[src/rtl/lpu_pkg.sv]
// lpu_pkg: register map, field layout and timing constants of the wake receiver
// assumes: used by every file of the block but lpu_sync as lpu_pkg::name, never imported
package lpu_pkg;

  // register word addresses (byte offsets, 32-bit aligned)
  localparam logic [7:0] ADDR_CTRL    = 8'h00;
  localparam logic [7:0] ADDR_CONFIG  = 8'h04;
  localparam logic [7:0] ADDR_STATUS  = 8'h08;
  localparam logic [7:0] ADDR_HOLDING = 8'h0c;
  localparam logic [7:0] ADDR_VERSION = 8'h20;

  // control bits
  localparam int CTRL_ON_BIT  = 0;
  localparam int CTRL_OFF_BIT = 1;

  // configuration fields
  localparam int CFG_SRC_LSB   = 0;
  localparam int CFG_ACTION_BIT = 2;
  localparam int CFG_MATCH_LSB = 8;

  // status bits
  localparam int STAT_EN_BIT    = 0;
  localparam int STAT_READY_BIT = 1;

  // reset values
  localparam logic [1:0]  SRC_RESET    = 2'h0;
  localparam logic [7:0]  MATCH_RESET  = 8'h00;
  localparam logic [31:0] VERSION_CODE = 32'h0000_0a5a; // arbitrary value

  // wake/event source selection
  typedef enum logic [1:0] {
    LPU_SRC_OFF   = 2'h0,
    LPU_SRC_START = 2'h1,
    LPU_SRC_FRAME = 2'h2,
    LPU_SRC_MATCH = 2'h3
  } lpu_src_e;

  // bit timing: baud over slow clock rate, accumulated as a fraction
  localparam int BAUD_HZ     = 9600;
  localparam int SLOW_CLK_HZ = 32768;
  localparam int ACC_W       = 16;
  localparam logic [ACC_W-1:0] ACC_MOD  = ACC_W'(SLOW_CLK_HZ);
  localparam logic [ACC_W-1:0] ACC_STEP = ACC_W'(BAUD_HZ);
  // half-bit preload puts the sample point near each bit centre
  localparam logic [ACC_W-1:0] ACC_HALF = ACC_W'(SLOW_CLK_HZ / 2);
  localparam int DATA_BITS = 8;

endpackage

[src/rtl/lpu_sync.sv]
// lpu_sync: two-flop synchroniser for a level from outside the clock domain
// assumes: first flop is read only by the second
`timescale 1ns/1ps
module lpu_sync #(
  parameter logic RESET_VAL = 1'b1
) (
  // clock and reset
  input  wire logic i_clk,
  input  wire logic i_rst_n,
  input  wire logic i_ce,
  // level
  input  wire logic i_d,
  output logic      o_q
);

  logic meta_reg;

  always_ff @(posedge i_clk or negedge i_rst_n) begin
    if (!i_rst_n) begin
      meta_reg <= RESET_VAL;
      o_q      <= RESET_VAL;
    end else if (i_ce) begin
      meta_reg <= i_d;
      o_q      <= meta_reg;
    end
  end

endmodule

[src/rtl/lpu_bit_timer.sv]
// lpu_bit_timer: fractional accumulator giving one tick per serial bit period
// assumes: runs on the slow running clock; i_restart at the start edge
`timescale 1ns/1ps
module lpu_bit_timer (
  // clock and reset
  input  wire logic i_clk,
  input  wire logic i_rst_n,
  input  wire logic i_ce,
  // control
  input  wire logic i_run,
  input  wire logic i_restart,
  output logic      o_tick
);

  logic [lpu_pkg::ACC_W-1:0] acc_reg;
  logic [lpu_pkg::ACC_W:0]   sum;

  assign sum    = {1'b0, acc_reg} + {1'b0, lpu_pkg::ACC_STEP};
  assign o_tick = i_run && !i_restart && (sum[lpu_pkg::ACC_W-1:0] >= lpu_pkg::ACC_MOD);

  // bit period is about 3.4 clocks, so the remainder carries over each bit
  always_ff @(posedge i_clk or negedge i_rst_n) begin
    if (!i_rst_n) begin
      acc_reg <= '0;
    end else if (i_ce) begin
      if (i_restart) begin
        // the start edge arrives two clocks late through the synchroniser;
        // one extra step of head start pulls every sample back to the centre
        acc_reg <= lpu_pkg::ACC_HALF + lpu_pkg::ACC_STEP;
      end else if (i_run) begin
        if (o_tick) begin
          acc_reg <= sum[lpu_pkg::ACC_W-1:0] - lpu_pkg::ACC_MOD;
        end else begin
          acc_reg <= sum[lpu_pkg::ACC_W-1:0];
        end
      end
    end
  end

endmodule

[src/rtl/lpu_rx_top.sv]
// lpu_rx_top: low-power receive-only serial wake receiver with register port
// assumes: i_clk is the slow running clock; serial line is asynchronous to it
//
// Function
// - sample line on slow clock, 9600 baud
// - frame: start, eight data LSB first, stop
// - discard frames not matching format
// - store valid byte in holding register
// - set ready flag when byte stored
// - clear ready flag on new start bit
// - no overrun detection; byte valid while ready
// - on command enables, off command disables
// - wake request usable from every power mode
// - start source: wake at start, keep receiving
// - frame source: store, flag, then wake
// - match source: wake only on matching byte
// - one source selection active at once
// - event action pulses event on same conditions
// - keeps running when bus clock gated
// - decoding runs from slow running clock
// - serial input wired straight to receiver
// - source code: off, start, frame, match
// - action zero wakes, one raises event
// - enable status bit mirrors receiver enable
`timescale 1ns/1ps
module lpu_rx_top (
  // clock, reset, clock enable
  input  wire logic        i_clk,
  input  wire logic        i_rst_n,
  input  wire logic        i_ce,
  // serial line
  input  wire logic        i_rx_serial,
  // register port
  input  wire logic [7:0]  i_addr,
  input  wire logic [31:0] i_wdata,
  input  wire logic        i_wr,
  input  wire logic        i_rd,
  output logic [31:0]      o_rdata,
  // wake and event
  output logic             o_wake,
  output logic             o_event
);

  ////////////////////////////////////////////////////////////////////////////
  // serial input synchroniser

  logic rx_sync;

  // the pin feeds the receiver with no pin-mux stage in between
  lpu_sync #(
    .RESET_VAL (1'b1)
  ) u_sync (
    .i_clk   (i_clk),
    .i_rst_n (i_rst_n),
    .i_ce    (i_ce),
    .i_d     (i_rx_serial),
    .o_q     (rx_sync)
  );

  ////////////////////////////////////////////////////////////////////////////
  // registers

  logic       rx_enabled_reg;
  logic [1:0] src_reg;
  logic       action_reg;
  logic [7:0] match_reg;
  logic       wr_ctrl;
  logic       wr_cfg;

  assign wr_ctrl = i_wr && (i_addr == lpu_pkg::ADDR_CTRL);
  assign wr_cfg  = i_wr && (i_addr == lpu_pkg::ADDR_CONFIG);

  // off wins when both command bits are written together
  always_ff @(posedge i_clk or negedge i_rst_n) begin
    if (!i_rst_n) begin
      rx_enabled_reg <= 1'b0;
    end else if (i_ce && wr_ctrl) begin
      if (i_wdata[lpu_pkg::CTRL_OFF_BIT]) begin
        rx_enabled_reg <= 1'b0;
      end else if (i_wdata[lpu_pkg::CTRL_ON_BIT]) begin
        rx_enabled_reg <= 1'b1;
      end
    end
  end

  // writing while enabled is accepted; the result is undefined by design
  always_ff @(posedge i_clk or negedge i_rst_n) begin
    if (!i_rst_n) begin
      src_reg    <= lpu_pkg::SRC_RESET;
      action_reg <= 1'b0;
      match_reg  <= lpu_pkg::MATCH_RESET;
    end else if (i_ce && wr_cfg) begin
      src_reg    <= i_wdata[lpu_pkg::CFG_SRC_LSB +: 2];
      action_reg <= i_wdata[lpu_pkg::CFG_ACTION_BIT];
      match_reg  <= i_wdata[lpu_pkg::CFG_MATCH_LSB +: 8];
    end
  end

  ////////////////////////////////////////////////////////////////////////////
  // receive state machine

  typedef enum logic [1:0] {
    LPU_IDLE  = 2'b00,
    LPU_START = 2'b01,
    LPU_DATA  = 2'b11,
    LPU_STOP  = 2'b10
  } lpu_state_e;

  lpu_state_e state_reg;
  logic       rx_prev_reg;
  logic [2:0] bit_cnt_reg;
  logic [7:0] shift_reg;
  logic [7:0] rx_byte_value;
  logic       rx_byte_ready;
  logic       start_seen;
  logic       frame_ok;
  logic       tick;
  logic       timer_run;

  // falling edge while idle marks a start bit
  assign start_seen = rx_enabled_reg && (state_reg == LPU_IDLE) && rx_prev_reg
                      && !rx_sync;
  assign timer_run  = (state_reg != LPU_IDLE);

  lpu_bit_timer u_timer (
    .i_clk     (i_clk),
    .i_rst_n   (i_rst_n),
    .i_ce      (i_ce),
    .i_run     (timer_run),
    .i_restart (start_seen),
    .o_tick    (tick)
  );

  always_ff @(posedge i_clk or negedge i_rst_n) begin
    if (!i_rst_n) begin
      rx_prev_reg <= 1'b1;
    end else if (i_ce) begin
      rx_prev_reg <= rx_sync;
    end
  end

  assign frame_ok = (state_reg == LPU_STOP) && tick && rx_sync;

  // all decoding lives on the slow clock, so a gated bus clock costs nothing
  always_ff @(posedge i_clk or negedge i_rst_n) begin
    if (!i_rst_n) begin
      state_reg   <= LPU_IDLE;
      bit_cnt_reg <= 3'h0;
      shift_reg   <= 8'h00;
    end else if (i_ce) begin
      if (!rx_enabled_reg) begin
        state_reg <= LPU_IDLE;
      end else begin
        case (state_reg)
          LPU_IDLE: begin
            if (start_seen) begin
              state_reg <= LPU_START;
            end
          end
          LPU_START: begin
            // a start that is high at its centre was a glitch
            if (tick) begin
              if (rx_sync) begin
                state_reg <= LPU_IDLE;
              end else begin
                state_reg   <= LPU_DATA;
                bit_cnt_reg <= 3'h0;
              end
            end
          end
          LPU_DATA: begin
            if (tick) begin
              shift_reg   <= {rx_sync, shift_reg[7:1]};
              bit_cnt_reg <= bit_cnt_reg + 3'h1;
              if (bit_cnt_reg == 3'(lpu_pkg::DATA_BITS - 1)) begin
                state_reg <= LPU_STOP;
              end
            end
          end
          LPU_STOP: begin
            if (tick) begin
              state_reg <= LPU_IDLE;
            end
          end
          default: begin
            state_reg <= LPU_IDLE;
          end
        endcase
      end
    end
  end

  ////////////////////////////////////////////////////////////////////////////
  // holding register and ready flag

  // no overrun flag: a new frame silently replaces the old byte
  always_ff @(posedge i_clk or negedge i_rst_n) begin
    if (!i_rst_n) begin
      rx_byte_value <= 8'h00;
    end else if (i_ce && frame_ok) begin
      rx_byte_value <= shift_reg;
    end
  end

  // start and frame end cannot fall in one cycle: start needs the idle state
  always_ff @(posedge i_clk or negedge i_rst_n) begin
    if (!i_rst_n) begin
      rx_byte_ready <= 1'b0;
    end else if (i_ce) begin
      if (frame_ok) begin
        rx_byte_ready <= 1'b1;
      end else if (start_seen) begin
        rx_byte_ready <= 1'b0;
      end
    end
  end

  ////////////////////////////////////////////////////////////////////////////
  // wake and event

  logic trigger;
  logic match_hit;

  // frame and match triggers follow the store, one cycle after the byte lands
  logic frame_done_reg;

  always_ff @(posedge i_clk or negedge i_rst_n) begin
    if (!i_rst_n) begin
      frame_done_reg <= 1'b0;
    end else if (i_ce) begin
      frame_done_reg <= frame_ok;
    end
  end

  assign match_hit = frame_done_reg && (rx_byte_value == match_reg);

  always_comb begin
    case (lpu_pkg::lpu_src_e'(src_reg))
      lpu_pkg::LPU_SRC_START: trigger = start_seen;
      lpu_pkg::LPU_SRC_FRAME: trigger = frame_done_reg;
      lpu_pkg::LPU_SRC_MATCH: trigger = match_hit;
      default:                trigger = 1'b0;
    endcase
  end

  // a frame that ends just after a disable must not pulse a disabled receiver
  logic trigger_live;

  assign trigger_live = trigger && rx_enabled_reg;

  // outputs are plain pulses; the power manager decides what a wake means
  always_ff @(posedge i_clk or negedge i_rst_n) begin
    if (!i_rst_n) begin
      o_wake  <= 1'b0;
      o_event <= 1'b0;
    end else if (i_ce) begin
      o_wake  <= trigger_live && !action_reg;
      o_event <= trigger_live && action_reg;
    end else begin
      o_wake  <= 1'b0;
      o_event <= 1'b0;
    end
  end

  ////////////////////////////////////////////////////////////////////////////
  // read port

  always_ff @(posedge i_clk or negedge i_rst_n) begin
    if (!i_rst_n) begin
      o_rdata <= 32'h0000_0000;
    end else if (i_ce) begin
      o_rdata <= 32'h0000_0000;
      if (i_rd) begin
        case (i_addr)
          lpu_pkg::ADDR_CONFIG: begin
            o_rdata[lpu_pkg::CFG_SRC_LSB +: 2]   <= src_reg;
            o_rdata[lpu_pkg::CFG_ACTION_BIT]     <= action_reg;
            o_rdata[lpu_pkg::CFG_MATCH_LSB +: 8] <= match_reg;
          end
          lpu_pkg::ADDR_STATUS: begin
            o_rdata[lpu_pkg::STAT_EN_BIT]    <= rx_enabled_reg;
            o_rdata[lpu_pkg::STAT_READY_BIT] <= rx_byte_ready;
          end
          lpu_pkg::ADDR_HOLDING: begin
            o_rdata[7:0] <= rx_byte_value;
          end
          lpu_pkg::ADDR_VERSION: begin
            o_rdata <= lpu_pkg::VERSION_CODE;
          end
          default: begin
            o_rdata <= 32'h0000_0000;
          end
        endcase
      end
    end
  end

  ////////////////////////////////////////////////////////////////////////////
  // elaboration checks

  // byte path, bit counter and read mux are sized for an eight-bit frame
  if (lpu_pkg::DATA_BITS != 8) begin : g_chk_bits
    $error("receiver is built for eight data bits only");
  end

  // a baud rate at or above the clock rate would need two ticks in one cycle
  if (lpu_pkg::BAUD_HZ >= lpu_pkg::SLOW_CLK_HZ) begin : g_chk_rate
    $error("baud rate must stay below the running clock rate");
  end

  // the accumulator must hold the modulus plus one step without wrapping
  if (lpu_pkg::SLOW_CLK_HZ + lpu_pkg::BAUD_HZ >= (1 << lpu_pkg::ACC_W)) begin : g_chk_acc
    $error("bit timer accumulator too narrow for this clock rate");
  end

  // under three clocks per bit the synchroniser delay eats the sample margin
  if (3 * lpu_pkg::BAUD_HZ > lpu_pkg::SLOW_CLK_HZ) begin : g_chk_margin
    $error("running clock too slow to sample bit centres");
  end

  // configuration fields must neither overlap nor leave the word
  if ((lpu_pkg::CFG_SRC_LSB + 2 > lpu_pkg::CFG_ACTION_BIT)
      || (lpu_pkg::CFG_ACTION_BIT >= lpu_pkg::CFG_MATCH_LSB)
      || (lpu_pkg::CFG_MATCH_LSB + 8 > 32)) begin : g_chk_cfg
    $error("configuration fields overlap or leave the word");
  end

  // enable and ready flags share the status word and need a bit each
  if (lpu_pkg::STAT_EN_BIT == lpu_pkg::STAT_READY_BIT) begin : g_chk_stat
    $error("status bits collide");
  end

  // off needs its own bit so that it can win over on
  if (lpu_pkg::CTRL_ON_BIT == lpu_pkg::CTRL_OFF_BIT) begin : g_chk_ctrl
    $error("control command bits collide");
  end

endmodule

[config.mk]
export PLATFORM = sky130hd
export DESIGN_NAME = lpu_rx_top
export DESIGN_NICKNAME = d
export VERILOG_FILES = /design/src/rtl/lpu_pkg.sv /design/src/rtl/lpu_sync.sv /design/src/rtl/lpu_bit_timer.sv /design/src/rtl/lpu_rx_top.sv
export SDC_FILE = /design/constraint.sdc
export NUM_CORES = 1
export LEC_CHECK = 0
export BUFFER_PORTS_ARGS = -buffer_cell sky130_fd_sc_hd__buf_2
export CELL_PAD_IN_SITES_DETAIL_PLACEMENT = 0
export CELL_PAD_IN_SITES_GLOBAL_PLACEMENT = 2
export CORE_MARGIN = 2
export CORE_UTILIZATION = 25
export CTS_CLUSTER_DIAMETER = 50
export DETAILED_ROUTE_END_ITERATION = 8
export PLACE_DENSITY_LB_ADDON = 0.25
export SLEW_MARGIN = 15
export SYNTH_ARGS = -nofsm -noshare
export SYNTH_HDL_FRONTEND = slang
export SYNTH_SLANG_ARGS = --single-unit
[constraint.sdc]
create_clock -name i_clk -period 4.47 [get_ports i_clk]
set_input_delay 1.1175 -clock i_clk [delete_from_list [all_inputs] [get_ports i_clk]]
set_output_delay 1.1175 -clock i_clk [all_outputs]
set_load 0.005 [all_outputs]
==> flow_summary.yaml, run 1 <==
yosys:
  muxShareOfSynthArea: 0.122
  syn_inst: 271
  seq_area_frac_synth: 0.527
  synth-edff-count: 0
  synthAdderAreaFrac: 0.0121
  synth_cell_types: 46
  synthSimpleGateAreaFrac: 0.122
  synth.area.top_cells: "dfrtp_1, mux2_2, buf_4, xnor2_1, dfstp_2"
  yosys_warnings: 0
  syn_area_sq_um: 3100
  synth_top_cell_area_share: 0.501
  avgSynthCellArea_sq_um: 11.4
  ys_ff_latch: 65
  synth_common_cells: "dfrtp_1, mux2_2, nand2_1"
  synth_ff_type: "dfrtp_1"
  synth_compound_area_frac: 0.120
  synth_xor_area_frac: 0.0311
  synth_top_family_by_area: "multiplexers"
  synth_top_cell_by_area: "dfrtp_1"
  synthArstFlopShare: 1.00
  synth_most_common_cell: "dfrtp_1"
outcome:
  outcome: "completed"
clock_network:
  cts_tree: "done"
  cts_setup_buffers: 0
  cts_root_buf: "clkbuf_16"
  numCtsBuffers: 9
  cts.clk_slew.worst_paths_ns: 0.06
  cts.sinks: 65
  hold_buffers: 0
  clockBufferDepth: 2
  cts-htree-levels: 3
  post_cts_resized: 0
  clock_latency_ns: 0.33
finish:
  antenna_cells: 0
  fin_area_sq_um: 3740
  nets: 364
  largest_register_ffs: 16
  drive_above_1_share: 0.319
  postLayoutCoreUtil: 0.310
  area_growth_pct: 20.9
timing:
  slew_violations: 0
  relSlewSlack: 0.313
  finalCritPeriodShare: 0.607
  worst_pin_slew_ns: 1.03
  fin_crit_ns: 2.71
  skew_ns: 0.00716
  setup_slack_ns: 1.76
  setup_viol: 0
  hold_viol: 0
  tns_ns: 0
  max_freq_ghz: 0.369
  grt_setup_unrepaired: "false"
  hold_ws_ns: 0.468
power_and_ir_drop:
  ir_worst_vdd_uv: 191
  p_leak_nw: 1.84
  powerDensity_nw_per_um2: 393
place:
  dpl-instance-area_sq_um: 3430
  dp_hpwl_um: 4980
  gp_congestion: 0.715
  pre_cts_slack_ns: 1.39
  io_buffers: 42
detailed_routing:
  num_vias: 2151
  drc: 0
  wl_um: 7060
  wl_per_cell_um: 14.5
  drt_pass1_iterations: 4
  ant_nets: 0
  post_drt_via_cell_ratio: 4.41
  drt_iter0_drc: 119
setup_path:
  crit_chain: "buf_2 -> nor4_1 -> nor3b_1 -> and3_1 -> nand2_1 -> mux2_2"
  ff2ff_path_depth: 7
  slowest_delay_ns: 0.40
  cp_max_fo: 11
  reg2reg_from: "u_timer.acc_reg[7]"
  cp-start-kind: "input pin"
  r2r_end: "rx_byte_value[4]"
  critPathKind: "in2reg"
  critPathCaptureType: "flop"
  crit_slowest_cell: "mux2_2"
  arrival_ns: 2.92
  reg2reg_slack_ns: 1.99
  crit_required_ns: 4.68
worst_hold_path:
  hold_path_end: "o_wake"
  hp-start: "action_reg"
  holdPathStages: 1
  min_path_type: "reg2reg"
global_routing:
  antenna_found_initial: 0
  use_met3: 0.0295
  grt.total_usage: 0.116
  grt_pass1_vias: 2140
  grt_pass1_wl_um: 11700
  busiest_layer: "met2"
  grt_util_met2: 0.169
  grt_max_degree: 46
  grt_remaining_overflow: 0
  use_met1: 0.163
die:
  start_util: 0.257
  die-area_sq_um: 13300
  core.rowCount: 40
  fp.coreArea_sq_um: 12100
  io-pin-count: 80
  die_x_um: 115
  die_y_um: 115
job:
  cap_violations: 0
[per-layer routing]
layer	vias to the layer above	wire (um)
met5	-	0
met4	0	143
met3	9	293
met2	56	3020
met1	1062	3600
li1	1024	-
[through the flow]
step / power (mW) / instances
floorplan: 0.718 / 286
CTS: 1.49 / 488
detailed placement: 0.754 / 472
finish: 1.47 / 488
global route: 1.54 / 488
global placement: 0.754 / 472
[logic make-up after synthesis]
group | Yosys count
other | 1
DFF | 65
and+or+nand+nor | 67
adders and majority gates | 3
muxes | 34
AOI/OAI and AO/OA | 53
buffers and inverters | 37
xor gates and xnor gates | 11
[critical path: cells and delay by family]
family	cells	cell delay [ns]
AND/OR/NAND/NOR	4	1.29
multiplexers	1	0.40
buffers and inverters	1	0.10
[where the power goes]
| group | internal [mW] | switching (mW) | total, mW |
|---|---|---|---|
| Sequential | 0.613 | 0.0287 | 0.642 |
| Clock | 0.465 | 0.265 | 0.730 |
| Combinational | 0.0414 | 0.0595 | 0.101 |
| Total | 1.12 | 0.353 | 1.47 |
[worst max path at each step]
stage                     startpoint            to  slack (ns)  cells past startpoint
after CTS                  i_addr[4]  match_reg[5]        1.74                      6
after detailed placement   i_addr[4]  match_reg[5]        1.39                      6
final                      i_addr[4]  match_reg[2]        1.76                      6
after global routing       i_addr[4]  match_reg[3]        1.62                      6
after floorplan            i_addr[4]    action_reg        1.93                      6
after global placement     i_addr[4]  match_reg[5]        1.40                      6
[cell type report]
type                    count  area [sq um]
fillers                  1269          8320
flip-flops and latches     65          1630
multi-input cells         184          1320
clock buffers              11           253
repair buffers             44           225
well taps                 168           210
clock inverters             5          62.6
inverters                  11          41.3
[placed cells by master, fill, tap and decap left out, drive strengths merged, types with 3 or more instances in the layout]
cell    count
dfrtp      62
buf        44
mux2       30
nand2      19
conb       16
nor2       14
inv        12
clkbuf     11
xnor2      10
o21ai      10
a22o        9
a21oi       8
a31oi       8
and3        7
nor3        6
a21o        6
nor2b       5
mux2i       4
ha          3
dfstp       3
nor4        3
(Power assumes the default switching activity.)
==> inputs of run 2 (changes only) <==
==> constraint.sdc (replaced) <==
create_clock -name i_clk -period 2.7 [get_ports i_clk]
set_input_delay 0.675 -clock i_clk [delete_from_list [all_inputs] [get_ports i_clk]]
set_output_delay 0.675 -clock i_clk [all_outputs]
set_load 0.005 [all_outputs]
==> flow_summary.yaml, run 2 (synthesized netlist as in run 1, its figures left out) <==
clock_network:
  hold_buffers: 0
  cts-htree-levels: 3
  clock_latency_ns: 0.33
  post_cts_resized: 0
  clockBufferDepth: 2
  cts.clk_slew.worst_paths_ns: 0.05
  numCtsBuffers: 9
  cts_tree: "done"
  cts_setup_buffers: 0
  cts_root_buf: "clkbuf_16"
  cts.sinks: 65
timing:
  hold_ws_ns: 0.348
  finalCritPeriodShare: 0.816
  relSlewSlack: 0.605
  tns_ns: 0
  worst_pin_slew_ns: 0.592
  fin_crit_ns: 2.20
  slew_violations: 0
  grt_setup_unrepaired: "false"
  skew_ns: 0.00781
  setup_viol: 0
  hold_viol: 0
  max_freq_ghz: 0.454
place:
  gp_congestion: 0.746
  dp_hpwl_um: 5100
  io_buffers: 42
setup_path:
  reg2reg_slack_ns: 0.50
  critPathLaunch: "u_timer.acc_reg[7]"
  cp-start-kind: "flop"
  critPathCaptureType: "flop"
  slowest_delay_ns: 0.39
  cp_max_fo: 10
  crit_slowest_cell: "dfrtp_1"
  reg2reg_from: "u_timer.acc_reg[7]"
  arrival_ns: 2.41
  critPathKind: "reg2reg"
  crit_required_ns: 2.91
  crit_chain: "inv_1 -> ha_1 -> and2b_1 -> nor4b_4 -> nor3_2 -> nor4_4 -> buf_4 -> mux2_2"
finish:
  nets: 368
  final_common_cell: "dfrtp_1"
  mostFrequentLayoutCells: "dfrtp_1, buf_2, mux2_2, nand2_1, conb_1"
  drive_above_1_share: 0.321
  antenna_cells: 0
  largest_register_ffs: 16
  area_growth_pct: 21.0
job:
  cap_violations: 0
detailed_routing:
  wl_per_cell_um: 14.6
  post_drt_via_cell_ratio: 4.35
  drc: 0
  drt_iter0_drc: 105
  num_vias: 2142
  drt_pass1_iterations: 4
  wl_um: 7190
  ant_nets: 0
die:
  die-area_sq_um: 13300
  io-pin-count: 80
  fp.coreArea_sq_um: 12100
  core.rowCount: 40
  die_x_um: 115
  die_y_um: 115
  start_util: 0.257
power_and_ir_drop:
  p_leak_nw: 1.85
  powerDensity_nw_per_um2: 612
  power.switching_uw: 559
  comb_power_share: 0.074
  swShare: 0.244
  p_int_mw: 1.73
  pwr-share-seq: 0.463
  pwr-share-clk: 0.463
  ir_worst_vdd_uv: 266
global_routing:
  grt_pass1_wl_um: 11700
  grt_remaining_overflow: 0
  grt_max_degree: 34
  grt.total_usage: 0.118
  grt_pass1_vias: 2204
  antenna_found_initial: 0
worst_hold_path:
  min_path_type: "in2async"
outcome:
  outcome: "completed"
-- run 2: cell types whose count changed in the layout (fill, tap and decap cells not counted), sizes merged --
cell	previous run	this run
buf	44	48
bufinv	1	0
clkbuf	11	12
clkinv	1	2
inv	12	11
-- run 2: area by class of cell --
class	count	area, sq um
Tap cell	168	210
Clock inverter	4	28.8
Inverter	11	41.3
Sequential cell	65	1630
Clock buffer	12	246
Multi-Input combinational cell	184	1320
Timing Repair Buffer	48	268
Fill cell	1242	8320
-- run 2: metrics by stage --
stage | setup WS (ns) | power, mW | cells | utilization | area [sq um]
final | 0.496 | 2.29 | 492 | 0.310 | 3740
after global routing | 0.310 | 2.42 | 492 | 0.310 | 3740
after CTS | 0.469 | 2.34 | 492 | 0.310 | 3740
after detailed placement | 0.293 | 1.25 | 476 | 0.288 | 3470
after global placement | 0.324 | 1.25 | 476 | 0.288 | 3470
after floorplan | 0.574 | 1.19 | 286 | - | 3150
-- run 2: power by group through the flow --
stage,Combinational (mW),Sequential [mW],Clock [mW]
final,0.170,1.06,1.06
after global routing,0.195,1.07,1.15
after CTS,0.174,1.06,1.11
after detailed placement,0.174,1.08,0
after global placement,0.172,1.08,0
after floorplan,0.122,1.07,0
-- run 2: path summary, 6_finish.rpt --
check	cells past startpoint	end
setup / recovery	8	rx_byte_value[2]
setup reg to reg	8	rx_byte_value[2]
hold reg to reg	1	o_wake
hold / removal	1	bit_cnt_reg[0]
min in group i_clk	1	o_wake
max in group asynchronous	2	u_sync.o_q
-- run 2: layer usage --
| metal | up-vias | part of all wire | track usage |
|---|---|---|---|
| met5 | - | 0 | 0 |
| met4 | 0 | 0.022 | 0.0675 |
| met3 | 10 | 0.039 | 0.0253 |
| met2 | 49 | 0.45 | 0.175 |
| met1 | 1059 | 0.49 | 0.160 |
| li1 | 1024 | - | - |
-- run 2: critical path: cells and delay by family, from the launching register on --
kind	cells	cell delay, ns
adder cells (fa/ha/maj)	1	0.19
flip-flops	1	0.39
buffers and inverters	2	0.32
multiplexers	1	0.35
AND/OR/NAND/NOR	4	0.84
==> inputs of run 3 (changes only) <==
==> constraint.sdc (replaced) <==
create_clock -name i_clk -period 2 [get_ports i_clk]
set_input_delay 0.5 -clock i_clk [delete_from_list [all_inputs] [get_ports i_clk]]
set_output_delay 0.5 -clock i_clk [all_outputs]
set_load 0.005 [all_outputs]
==> flow_summary.yaml, run 3 (synthesized netlist as in run 1, its figures left out) <==
outcome:
  outcome: "finished with violations"
  violations: "negative setup slack"
finish:
  area_growth_pct: 30.7
  final_common_cell: "dfrtp_1"
  nets: 393
  drive_above_1_share: 0.390
  antenna_cells: 0
  largest_register_ffs: 16
  fin_area_sq_um: 4050
  mostFrequentLayoutCells: "dfrtp_1, buf_2, buf_4, nand2_1, mux2_2"
clock_network:
  cts_root_buf: "clkbuf_16"
  cts-htree-levels: 3
  numCtsBuffers: 9
  clockBufferDepth: 2
  cts.clk_slew.worst_paths_ns: 0.06
  hold_buffers: 0
  cts.sinks: 65
  cts_tree: "done"
  clock_latency_ns: 0.33
setup_path:
  reg2reg_slack_ns: -0.09
  cp_max_fo: 9
  crit_slowest_cell: "dfrtp_1"
  critPathCaptureType: "flop"
  crit_cells: 8
  slowest_delay_ns: 0.38
  critPathLaunch: "u_timer.acc_reg[7]"
  crit_required_ns: 2.22
  ff2ff_path_depth: 8
  reg2reg_from: "u_timer.acc_reg[7]"
  arrival_ns: 2.31
  r2r_end: "rx_byte_value[6]"
  cp-start-kind: "flop"
  critPathKind: "reg2reg"
  timing.critical_path.buf_inv: 2
  crit_chain: "inv_2 -> ha_4 -> and2b_2 -> nor4b_4 -> nor3_4 -> nor4_4 -> buf_12 -> mux2_2"
  critPathTopFamily: "simple AND/OR/NAND/NOR gates"
detailed_routing:
  met3_length_um: 201
  drt_iter0_drc: 93
  wl_um: 7440
  wl_met1_um: 3870
  route.met2.wl_um: 3200
  routed.top_layer: "met4"
  post_drt_via_cell_ratio: 4.24
  num_vias: 2192
  drc: 0
  ant_nets: 0
  drt_pass1_iterations: 4
  wl_per_cell_um: 14.4
timing:
  grt_setup_unrepaired: "true"
  hold_viol: 0
  hold_ws_ns: 0.0623
  finalCritPeriodShare: 1.05
  slew_violations: 0
  relSlewSlack: 0.622
  max_freq_ghz: 0.477
  worst_pin_slew_ns: 0.564
  setup_slack_ns: -0.0943
  fin_crit_ns: 2.09
  setup_viol: 18
  skew_ns: 0.00670
power_and_ir_drop:
  ir_worst_vdd_uv: 395
  swShare: 0.259
  power.total_mw: 3.21
  comb_power_share: 0.103
  power.switching_uw: 832
  pwr-share-seq: 0.443
  p_leak_nw: 2.02
  powerDensity_nw_per_um2: 793
  p_int_mw: 2.38
  pwr-share-clk: 0.455
global_routing:
  grt_pass1_vias: 2194
  antenna_found_initial: 0
  grt_max_degree: 42
  grt_remaining_overflow: 0
  grt.total_usage: 0.120
  grt_pass1_wl_um: 11900
place:
  io_buffers: 42
  gp_congestion: 0.745
  dp_hpwl_um: 5380
  dpl-instance-area_sq_um: 3640
die:
  die-area_sq_um: 13300
  die_y_um: 115
  core.rowCount: 40
  io-pin-count: 80
  die_x_um: 115
  start_util: 0.257
  fp.coreArea_sq_um: 12100
worst_hold_path:
  min_path_type: "in2async"
job:
  cap_violations: 0
-- run 3: cell types whose count changed in the layout (fill, tap and decap cells not counted), moves of 2 or more --
cell and change:
buf_12 +2, inv_1 -2, mux2_4 +12, nor3_4 +2
inv_2 +2, mux2_2 -12, inv_6 +2, buf_4 +23
clkbuf_1 -2
-- run 3: stage by stage --
stage	cells	utilization	TNS, ns	setup slack (ns)
floorplan	286	-	-0.412	-0.0515
global placement	497	0.302	-4.27	-0.361
detailed placement	497	0.302	-4.35	-0.366
CTS	517	0.333	-1.73	-0.117
global route	517	0.335	-2.81	-0.195
finish	517	0.335	-0.884	-0.0943
-- run 3: repair_timing --
item	4_1_cts	5_1_grt
endpoints found under the hold margin	0	0
gates resized for setup	12	10
setup buffers	4	1
setup endpoints to repair	14	22
pin swaps	2	6
-- run 3: power by group through the flow --
stage / sequential (mW) / combinational [mW] / clock, mW
2_1_floorplan: 1.44 / 0.165 / 0
3_3_place_gp: 1.44 / 0.310 / 0
3_5_place_dp: 1.44 / 0.313 / 0
4_1_cts: 1.42 / 0.339 / 1.51
5_1_grt: 1.43 / 0.375 / 1.57
6_report: 1.42 / 0.330 / 1.46
-- run 3: metal layers --
metal | GRT usage | vias to the layer above
li1 | - | 1076
met1 | 0.173 | 1064
met2 | 0.170 | 41
met3 | 0.0200 | 11
met4 | 0.0651 | 0
met5 | 0 | -
-- run 3: cell type report --
cell class | count | area (sq um)
fill | 1227 | 8020
clock inverter | 7 | 55.1
inverter | 11 | 41.3
multi-input combinational | 184 | 1400
clock buffer | 9 | 225
tap | 168 | 210
timing repair buffer | 73 | 480
sequential | 65 | 1630
-- run 3: worst max path at each step --
stage	to	slack, ns
after floorplan	rx_byte_value[0]	-0.05
after global placement	rx_byte_value[4]	-0.36
after detailed placement	rx_byte_value[2]	-0.37
after CTS	rx_byte_value[5]	-0.12
after global routing	rx_byte_value[6]	-0.20
final	rx_byte_value[6]	-0.09
